$ cat src/rtl/fca_pkg.sv
/*
 * Package for the flash configuration-space access block: register offsets,
 * field positions, reset values, configuration-region layout, the bus
 * request carrier and the sequencer state type.
 * Assumes a classic Wishbone slave with 32-bit data and byte addresses.
 */
package fca_pkg;

   // ****************************************************************
   // Register map (byte addresses)
   // ****************************************************************
   localparam logic [7:0] OFS_DATA_LOW = 8'h00;
   localparam logic [7:0] OFS_DATA_HIGH = 8'h04;
   localparam logic [7:0] OFS_ADDR_LOW = 8'h08;
   localparam logic [7:0] OFS_ADDR_HIGH = 8'h0c;
   localparam logic [7:0] OFS_CONTROL = 8'h10;

   // ****************************************************************
   // Field positions and widths
   // ****************************************************************
   localparam int WORD_W = 14;
   localparam int ADDR_W = 15;
   localparam int CTL_READ_START = 0;
   localparam int CTL_WRITE_START = 1;
   localparam int CTL_WRITE_ERROR = 2;
   localparam int CTL_CFG_SELECT = 6;
   localparam int CTL_UNUSED_ONE = 7;
   localparam logic [7:0] DATA_HIGH_MASK = 8'h3f;
   localparam logic [7:0] ADDR_HIGH_MASK = 8'h7f;
   localparam logic [7:0] ADDR_HIGH_FILL = 8'h80;

   // ****************************************************************
   // Reset values
   // ****************************************************************
   localparam logic [7:0] ADDR_RESET = 8'h00;
   localparam logic [13:0] BLANK_WORD = 14'h3fff;

   // ****************************************************************
   // Configuration region layout (word offsets within the region)
   // ****************************************************************
   localparam logic [14:0] CFG_USER_ID_FIRST = 15'h0000;
   localparam logic [14:0] CFG_USER_ID_LAST = 15'h0003;
   localparam logic [14:0] CFG_DEVICE_ID = 15'h0006;
   localparam logic [14:0] CFG_WORD_1 = 15'h0007;
   localparam logic [14:0] CFG_WORD_2 = 15'h0008;
   localparam int USER_ID_COUNT = 4;

   // ****************************************************************
   // Sequencer timing: cycles from read start to data load
   // ****************************************************************
   localparam int READ_CYCLES = 2;

   // ****************************************************************
   // Types
   // ****************************************************************
   typedef struct packed {
      logic cyc;
      logic stb;
      logic we;
      logic [7:0] adr;
      logic [3:0] sel;
      logic [31:0] dat;
   } fca_wb_req_s;

   typedef enum logic [1:0] {
      ST_IDLE,
      ST_EXEC,
      ST_SQUASH,
      ST_WRITE
   } fca_state_e;

endpackage : fca_pkg

$ cat src/rtl/fca_top.sv
/*
 * Flash configuration-space access block: the address and data register
 * pairs, the control register with read and write start, the access
 * sequencer and a classic Wishbone slave for software.
 * Assumes a single 100 MHz clock and a synchronous active-low reset.
 * The write path is a direct word write, with no write latches and no
 * unlock sequence in front of it.
 */
// The Wishbone interface to the registers and the register addresses were decided locally.
`timescale 1ns/1ps
module fca_top #(
   parameter int PROG_DEPTH = 256,
   // Arbitrary identification value, not a real part code
   parameter logic [13:0] DEVICE_ID = 14'h0123,
   parameter logic [13:0] CONFIG_1 = 14'h3fff,
   parameter logic [13:0] CONFIG_2 = 14'h3fff
) (
   // Clock and reset
   input wire logic I_CLOCK,
   input wire logic I_RESET_N,
   // Wishbone slave
   input wire fca_pkg::fca_wb_req_s I_WB_REQ,
   output logic O_WB_ACK,
   output logic [31:0] O_WB_DAT,
   // Core pipeline
   output logic O_INSN_SQUASH,
   output logic O_BUSY
);
   import fca_pkg::*;

   // ****************************************************************
   // Elaboration check
   // ****************************************************************
   // The address pair reaches 32768 words; a deeper store is never used
   if (PROG_DEPTH < 2 || PROG_DEPTH > (1 << ADDR_W)) begin
      $error("fca_top: PROG_DEPTH must lie between 2 and 32768");
   end

   // ****************************************************************
   // Registers and nets
   // ****************************************************************
   logic [7:0] data_low;
   logic [7:0] data_high;
   logic [7:0] addr_low;
   logic [7:0] addr_high;
   logic read_start;
   logic write_start;
   logic write_error;
   logic cfg_select;
   fca_state_e state;
   fca_state_e next_state;
   logic [ADDR_W-1:0] word_addr;
   logic [WORD_W-1:0] word_wdata;
   logic [WORD_W-1:0] prog_rdata;
   logic [WORD_W-1:0] cfg_rdata;
   logic cfg_mapped;
   logic cfg_writable;
   logic [WORD_W-1:0] fetched;
   logic do_write;
   logic write_ok;
   logic bus_req;
   logic bus_wr;
   logic load_word;
   logic wr_data_low;
   logic wr_data_high;
   logic wr_addr_low;
   logic wr_addr_high;
   logic wr_control;

   // ****************************************************************
   // Word address and data assembly
   // ****************************************************************
   // 15-bit address from the pair, 14-bit word from the pair
   assign word_addr = {addr_high[6:0], addr_low};
   assign word_wdata = {data_high[5:0], data_low};

   // Select chooses the source of the fetched word;
   // an unlisted configuration offset loads zeros
   always_comb begin
      fetched = prog_rdata;
      if (cfg_select) begin
         fetched = cfg_mapped ? cfg_rdata : '0;
      end
   end

   // Write allowed into program memory or writable config words;
   // a rejected write leaves the word alone and raises the error flag
   assign write_ok = !cfg_select || cfg_writable;
   assign do_write = (state == ST_WRITE) && write_ok;
   assign load_word = (state == ST_SQUASH);

   // ****************************************************************
   // Storage
   // ****************************************************************
   // Program memory; the word address aliases modulo its depth
   fca_prog_mem #(
      .DEPTH(PROG_DEPTH)
   ) u_prog_mem (
      .i_clock(I_CLOCK),
      .i_addr(word_addr),
      .i_write(do_write && !cfg_select),
      .i_wdata(word_wdata),
      .o_rdata(prog_rdata)
   );

   // Configuration region; user IDs are blank after reset
   fca_cfg_space #(
      .DEVICE_ID(DEVICE_ID),
      .CONFIG_1(CONFIG_1),
      .CONFIG_2(CONFIG_2)
   ) u_cfg_space (
      .i_clock(I_CLOCK),
      .i_reset_n(I_RESET_N),
      .i_addr(word_addr),
      .i_write(do_write && cfg_select),
      .i_wdata(word_wdata),
      .o_rdata(cfg_rdata),
      .o_mapped(cfg_mapped),
      .o_writable(cfg_writable)
   );

   // ****************************************************************
   // Wishbone slave
   // ****************************************************************
   // A request is taken only while ack is low
   assign bus_req = I_WB_REQ.cyc && I_WB_REQ.stb && !O_WB_ACK;
   assign bus_wr = bus_req && I_WB_REQ.we && I_WB_REQ.sel[0];

   // Register write strobes, one per offset; a write with sel[0] low
   // is answered but changes nothing
   assign wr_data_low = bus_wr && (I_WB_REQ.adr == OFS_DATA_LOW);
   assign wr_data_high = bus_wr && (I_WB_REQ.adr == OFS_DATA_HIGH);
   assign wr_addr_low = bus_wr && (I_WB_REQ.adr == OFS_ADDR_LOW);
   assign wr_addr_high = bus_wr && (I_WB_REQ.adr == OFS_ADDR_HIGH);
   assign wr_control = bus_wr && (I_WB_REQ.adr == OFS_CONTROL);

   // Acknowledge one cycle after the request, drop the cycle after;
   // masking the request with ack keeps a held strobe from being
   // taken twice
   always_ff @(posedge I_CLOCK) begin
      if (!I_RESET_N) begin
         O_WB_ACK <= 1'b0;
      end else begin
         O_WB_ACK <= bus_req;
      end
   end

   // Registered read data; unmapped offsets read zero
   // The unused data and address bits are forced here, not stored
   always_ff @(posedge I_CLOCK) begin
      if (!I_RESET_N) begin
         O_WB_DAT <= '0;
      end else if (bus_req && !I_WB_REQ.we) begin
         unique case (I_WB_REQ.adr)
            OFS_DATA_LOW: O_WB_DAT <= {24'h000000, data_low};
            OFS_DATA_HIGH: begin
               O_WB_DAT <= {24'h000000, data_high & DATA_HIGH_MASK};
            end
            OFS_ADDR_LOW: O_WB_DAT <= {24'h000000, addr_low};
            OFS_ADDR_HIGH: begin
               O_WB_DAT <= {24'h000000, addr_high | ADDR_HIGH_FILL};
            end
            OFS_CONTROL: begin
               O_WB_DAT <= {24'h000000, 1'b1, cfg_select, 3'h0,
                            write_error, write_start, read_start};
            end
            default: O_WB_DAT <= '0;
         endcase
      end
   end

   // ****************************************************************
   // Address register pair
   // ****************************************************************
   // Cleared by every reset; writes never reach the unused top bit
   always_ff @(posedge I_CLOCK) begin
      if (!I_RESET_N) begin
         addr_low <= ADDR_RESET;
         addr_high <= ADDR_RESET;
      end else begin
         if (wr_addr_low) begin
            addr_low <= I_WB_REQ.dat[7:0];
         end
         if (wr_addr_high) begin
            addr_high <= I_WB_REQ.dat[7:0] & ADDR_HIGH_MASK;
         end
      end
   end

   // ****************************************************************
   // Data register pair
   // ****************************************************************
   // No reset: contents survive resets; the fetched word wins over a
   // bus write in the load cycle
   // Until the first load or write the pair holds no defined value
   always_ff @(posedge I_CLOCK) begin
      if (load_word) begin
         data_low <= fetched[7:0];
         data_high <= {2'b00, fetched[13:8]};
      end else begin
         if (wr_data_low) begin
            data_low <= I_WB_REQ.dat[7:0];
         end
         if (wr_data_high) begin
            data_high <= I_WB_REQ.dat[7:0] & DATA_HIGH_MASK;
         end
      end
   end

   // ****************************************************************
   // Control register
   // ****************************************************************
   // Select bit is plain read/write
   always_ff @(posedge I_CLOCK) begin
      if (!I_RESET_N) begin
         cfg_select <= 1'b0;
      end else if (wr_control) begin
         cfg_select <= I_WB_REQ.dat[CTL_CFG_SELECT];
      end
   end

   // Read start: software may only set it, the word load clears it
   always_ff @(posedge I_CLOCK) begin
      if (!I_RESET_N) begin
         read_start <= 1'b0;
      end else if (load_word) begin
         read_start <= 1'b0;
      end else if (wr_control && I_WB_REQ.dat[CTL_READ_START]) begin
         read_start <= 1'b1;
      end
   end

   // Write start: software may only set it, the write slot clears it
   always_ff @(posedge I_CLOCK) begin
      if (!I_RESET_N) begin
         write_start <= 1'b0;
      end else if (state == ST_WRITE) begin
         write_start <= 1'b0;
      end else if (wr_control && I_WB_REQ.dat[CTL_WRITE_START]) begin
         write_start <= 1'b1;
      end
   end

   // Write error: set on a rejected write, cleared by writing zero;
   // the hardware set wins over a clear in the same cycle
   always_ff @(posedge I_CLOCK) begin
      if (!I_RESET_N) begin
         write_error <= 1'b0;
      end else if (state == ST_WRITE && !write_ok) begin
         write_error <= 1'b1;
      end else if (wr_control && !I_WB_REQ.dat[CTL_WRITE_ERROR]) begin
         write_error <= 1'b0;
      end
   end

   // ****************************************************************
   // Access sequencer
   // ****************************************************************
   // Read: one cycle for the instruction that runs, one for the one
   // that is ignored, the word loads at the end of the second
   // Read start wins when both start bits are set
   always_comb begin
      next_state = state;
      unique case (state)
         ST_IDLE: begin
            if (read_start) begin
               next_state = ST_EXEC;
            end else if (write_start) begin
               next_state = ST_WRITE;
            end
         end
         ST_EXEC: next_state = ST_SQUASH;
         ST_SQUASH: next_state = ST_IDLE;
         ST_WRITE: next_state = ST_IDLE;
      endcase
   end

   // Sequencer state register
   always_ff @(posedge I_CLOCK) begin
      if (!I_RESET_N) begin
         state <= ST_IDLE;
      end else begin
         state <= next_state;
      end
   end

   // Squash marks the ignored instruction slot, one cycle per read
   always_ff @(posedge I_CLOCK) begin
      if (!I_RESET_N) begin
         O_INSN_SQUASH <= 1'b0;
      end else begin
         O_INSN_SQUASH <= (next_state == ST_SQUASH);
      end
   end

   // Busy covers every sequencer slot, read or write
   always_ff @(posedge I_CLOCK) begin
      if (!I_RESET_N) begin
         O_BUSY <= 1'b0;
      end else begin
         O_BUSY <= (next_state != ST_IDLE);
      end
   end

endmodule : fca_top

$ cat src/rtl/fca_prog_mem.sv
/*
 * Program memory model held in flip-flops, one word per index.
 * Assumes the word address is wider than the index; upper bits alias.
 */
`timescale 1ns/1ps
module fca_prog_mem #(
   parameter int DEPTH = 256
) (
   // Clock
   input wire logic i_clock,
   // Access
   input wire logic [fca_pkg::ADDR_W-1:0] i_addr,
   input wire logic i_write,
   input wire logic [fca_pkg::WORD_W-1:0] i_wdata,
   output logic [fca_pkg::WORD_W-1:0] o_rdata
);
   import fca_pkg::*;

   localparam int IDX_W = $clog2(DEPTH);

   // ****************************************************************
   // Elaboration check
   // ****************************************************************
   if (DEPTH < 2 || DEPTH > (1 << ADDR_W) || (DEPTH & (DEPTH - 1)) != 0) begin
      $error("fca_prog_mem: DEPTH must be a power of two up to 32768");
   end

   // ****************************************************************
   // Storage
   // ****************************************************************
   logic [WORD_W-1:0] mem [DEPTH];
   logic [IDX_W-1:0] idx;

   assign idx = i_addr[IDX_W-1:0];

   // Word write
   always_ff @(posedge i_clock) begin
      if (i_write) begin
         mem[idx] <= i_wdata;
      end
   end

   // Word read
   assign o_rdata = mem[idx];

endmodule : fca_prog_mem

$ cat src/rtl/fca_cfg_space.sv
/*
 * Configuration region: four user ID words, the identification word and
 * two configuration words. Decodes which offsets exist and which accept
 * writes. Assumes offsets relative to the region start.
 */
`timescale 1ns/1ps
module fca_cfg_space #(
   // Arbitrary identification value, not a real part code
   parameter logic [13:0] DEVICE_ID = 14'h0123,
   parameter logic [13:0] CONFIG_1 = 14'h3fff,
   parameter logic [13:0] CONFIG_2 = 14'h3fff
) (
   // Clock and reset
   input wire logic i_clock,
   input wire logic i_reset_n,
   // Access
   input wire logic [fca_pkg::ADDR_W-1:0] i_addr,
   input wire logic i_write,
   input wire logic [fca_pkg::WORD_W-1:0] i_wdata,
   output logic [fca_pkg::WORD_W-1:0] o_rdata,
   output logic o_mapped,
   output logic o_writable
);
   import fca_pkg::*;

   logic [WORD_W-1:0] user_id [USER_ID_COUNT];
   logic is_user;

   // ****************************************************************
   // Decode
   // ****************************************************************
   assign is_user = (i_addr >= CFG_USER_ID_FIRST) &&
                    (i_addr <= CFG_USER_ID_LAST);
   assign o_writable = is_user;

   // User ID words, blank after reset
   always_ff @(posedge i_clock) begin
      if (!i_reset_n) begin
         for (int i = 0; i < USER_ID_COUNT; i++) begin
            user_id[i] <= BLANK_WORD;
         end
      end else if (i_write && is_user) begin
         user_id[i_addr[1:0]] <= i_wdata;
      end
   end

   // Read mux; unlisted offsets read as zero
   always_comb begin
      o_rdata = '0;
      o_mapped = 1'b1;
      if (is_user) begin
         o_rdata = user_id[i_addr[1:0]];
      end else if (i_addr == CFG_DEVICE_ID) begin
         o_rdata = DEVICE_ID;
      end else if (i_addr == CFG_WORD_1) begin
         o_rdata = CONFIG_1;
      end else if (i_addr == CFG_WORD_2) begin
         o_rdata = CONFIG_2;
      end else begin
         o_mapped = 1'b0;
      end
   end

endmodule : fca_cfg_space

$ cat config.mk
export PLATFORM = sky130hd
export DESIGN_NAME = fca_top
export DESIGN_NICKNAME = d
export VERILOG_FILES = /design/src/rtl/fca_pkg.sv /design/src/rtl/fca_top.sv /design/src/rtl/fca_prog_mem.sv /design/src/rtl/fca_cfg_space.sv
export SDC_FILE = /design/constraint.sdc
export NUM_CORES = 2
export LEC_CHECK = 0
export BUFFER_PORTS_ARGS = -buffer_cell sky130_fd_sc_hd__buf_4
export CAP_MARGIN = 15
export CORE_ASPECT_RATIO = 1.75
export CORE_MARGIN = 2
export CORE_UTILIZATION = 60
export DETAILED_ROUTE_END_ITERATION = 8
export PLACE_DENSITY = 0.76
export SYNTH_ARGS = -nofsm -noshare
export SYNTH_HDL_FRONTEND = slang
export SYNTH_SLANG_ARGS = --single-unit
$ cat constraint.sdc
create_clock -name I_CLOCK -period 6.6 [get_ports I_CLOCK]
set_clock_uncertainty 0.05 [all_clocks]
set_input_delay 0.66 -clock I_CLOCK [delete_from_list [all_inputs] [get_ports I_CLOCK]]
set_output_delay 0.66 -clock I_CLOCK [all_outputs]
set_load 0.05 [all_outputs]
==> key figures <==
Logic synthesis
  – Number of enable flip-flop cells after synthesis: 3654
  – #FFs+latches synth: about 3700
  – Yosys top cell area share: 76.79%
  – Mapped Cells: 6576
  – Synth Area per Inst: 21.73 um^2
  – Synth area leaders: edfxtp_1 77%, mux4_2 14%, mux2i_1 1.7%, nor2_1 0.93%, nand2_1 0.62%
  – Warnings, synthesis: 0
  – Sequential fraction of the synthesis area: around 77%
  – Post-synth design cell area: 142900 um^2
  – Synth area leader: edfxtp_1
  – Commonest cells post-synth: 3654 x edfxtp_1, 914 x mux4_2, 354 x nor2_1, 240 x mux2i_1, 236 x nand2_1
  – Yosys cell types: 69
  – Most frequent cell after synthesis: edfxtp_1
  – Synth Flop Type: edfxtp_1
  – Ys async rst share: 0%

CTS
  – Reg clk slew, reported paths: approximately 70 ps
  – Worst skew pair latency: between 900 and 1000 ps
  – TritonCTS clock tree: yes
  – Inserted Clock Buffers: 302
  – H-tree depth: 5
  – Post-CTS Resized: 0
  – Clock sink count: ~3700
  – Longest Clk Path Bufs: 4
  – Clock Tree Root: clkbuf_16

Finish
  – Share of layout cells above drive strength 1: between 20% and 30%
  – Final cell count without fillers: 10340
  – # fillers: 14130
  – Layout Nets: 7029
  – Area delta synth->final: 10.96%

Timing
  – Hold Fails Final Rpt: 0
  – RSZ-0062 raised after global routing: false
  – Setup TNS: 0 ps
  – Setup violators final: 0
  – Worst-Margin Slew: between 1000 and 1500 ps
  – Fin crit share: just over 70%
  – Final min period: 4689 ps
  – Worst slew margin: 8.695%
  – Final Max Slew Viols: 0
  – Maximum clock rate: between 200 and 250 MHz
  – Fin Hold WS: 47.21 ps

Critical path
  – WP data required: 7150 ps
  – WP data arrival: between 5000 and 6000 ps
  – Worst Path Max Fanout: 28
  – Startpoint Class: register
  – Crit end category: register
  – Crit path kind: register to register

Routing
  – Routed Antenna Nets: 0
  – Via/cell ratio: 7.078
  – # DRC: 0
  – Wirelength per Cell: 37.88 um
  – Pre-Repair DR Iteration Count: 6
  – DRT iter0 DRCs: 12030
  – Vias: 73150
  – Total wire length after detailed routing: just under 400000 um

Power and ir drop
  – Total power: 0.04367 W
  – Psw: 0.008229 W
  – Lkg Pwr: 47.83 nW
  – Peak VDD IR: ~0.00022 V
  – Power Density: 275.4 nW/um^2
  – Clock share of power: 41.7%
  – Gate power share: 0.3%
  – Register share of total power: 58.1%
  – Int Power: 0.03544 W
  – Net Sw Frac: 18.85%

Worst hold path
  – Hold Crit Class: input pin to register

Global route
  – Total gr overflow: 0
  – Overall Global Routing Usage: between 30% and 40%
  – Met1 Use GR: 36.92%
  – Met2 usage: 53.11%
  – Global route hottest layer: met2
  – Initial antenna violation count: 25
  – Number of global-route vias before repair: roughly 73000
  – Met3 usage: about 6.7%
  – First-pass GRT wire length: ~550000 um
  – Pin count of the biggest net entering global routing: between 200 and 250

Floorplanning
  – Die span in x: 372.9 um
  – DIE AREA: ~240000 um^2
  – Initial Util: 60.16%
  – Io pins: 84
  – Area of the core: 237500 um^2
  – # rows: 237
  – Die Ht: 649.6 um

Placement
  – Routability cong.: 0.9710
  – Port Buffers: 32
  – Cells after DPL: 9772
  – Post-DP HPWL: roughly 230000 um

Job
  – Max-cap violations: 0

Outcome
  – Status: complete, no violations
-- registers in the layout, summed over array words and instances, names as in the netlist, named ones only --
signal,cells
u_prog_mem.mem,3584
u_cfg_space.user_id,56
O_WB_DAT,8
addr_low,8
data_low,8
addr_high,7
data_high,6
state,2
O_BUSY,1
O_INSN_SQUASH,1
O_WB_ACK,1
cfg_select,1
read_start,1
write_error,1
write_start,1
-- path summary, 6_finish.rpt --
check | cells after the start | endpoint | slack (ps) | start
setup / recovery | 8 | data_low[5] | 1910 | register
hold / removal | 3 | addr_high[6] | 50 | I_WB_REQ[6]
setup reg to reg | 8 | data_low[5] | 1910 | register
hold reg to reg | 2 | O_WB_DAT[4] | 430 | O_WB_DAT[4]
-- power by group through the flow --
stage	clock (W)	combinational, W	sequential, W
finish	0.0182	0.000114	0.0254
global route	0.0190	0.000116	0.0253
CTS	0.0183	0.000108	0.0254
detailed placement	0	0.000107	0.0259
global placement	0	0.000105	0.0259
floorplan	0	0.0000723	0.0259
-- placed cells by master, fill, tap and decap left out, types with 33 or more instances in the layout --
cell type and n:
clkinv_2 44, clkbuf_1 61, nor2_1 328, a21oi_1 69, buf_4 432, dfxtp_1 36, mux4_2 914, clkbuf_16 313
o21ai_0 71, mux2i_1 240, nand2_1 229, edfxtp_1 3654, bufinv_16 33, nand3_1 63, o22ai_1 96, clkinv_1 49
-- through the flow --
stage / utilization (%) / instance area [um^2] / worst slack, ps
after floorplan: - / 143000 / 2088
after global placement: 62.52 / 148500 / 2045
after detailed placement: 62.53 / 148500 / 2173
after CTS: 66.67 / 158400 / 2043
after global routing: 66.74 / 158500 / 1867
final: 66.75 / 158600 / 1911
-- routing by layer --
layer  vias to the layer above  share of wire (%)
met2                      5509                 50
met4                        18                9.7
met1                     38050                 31
li1                      28250                  -
met3                      1331                9.8
met5                         -              0.032
-- cell type report --
cell class | count | area (um^2) | share of cell area, %
clock buffers | 376 | 8089 | 5.102
multi-input cells | 2493 | 30170 | 19.03
diodes | 15 | 37.54 | 0.02367
flip-flops and latches | 3694 | 110500 | 69.72
clock inverters | 161 | 1718 | 1.083
repair buffers | 476 | 4060 | 2.561
inverters | 13 | 56.30 | 0.03551
well taps | 3107 | 3887 | 2.452
-- critical path, stage by stage (launching register included) --
cell and delay, ps:
dfxtp_4 910, buf_12 380, buf_4 250, mux4_2 520
mux4_2 530, nor2_1 990, a311oi_1 330, a31oi_1 260
a221oi_1 120
-- cells by family after synthesis --
family | synth area share, %
simple gates | 2.709
other cells | 0.002624
buf+inv | 1.697
compound gates | 2.060
flops | 77.35
mux | 16.18
-- what timing repair did --
item	CTS	global route
hold buffers	3	0
buffers inserted	0	0
endpoints found under the hold margin	3	0
Note: power is estimated with default switching activity, not from simulation.
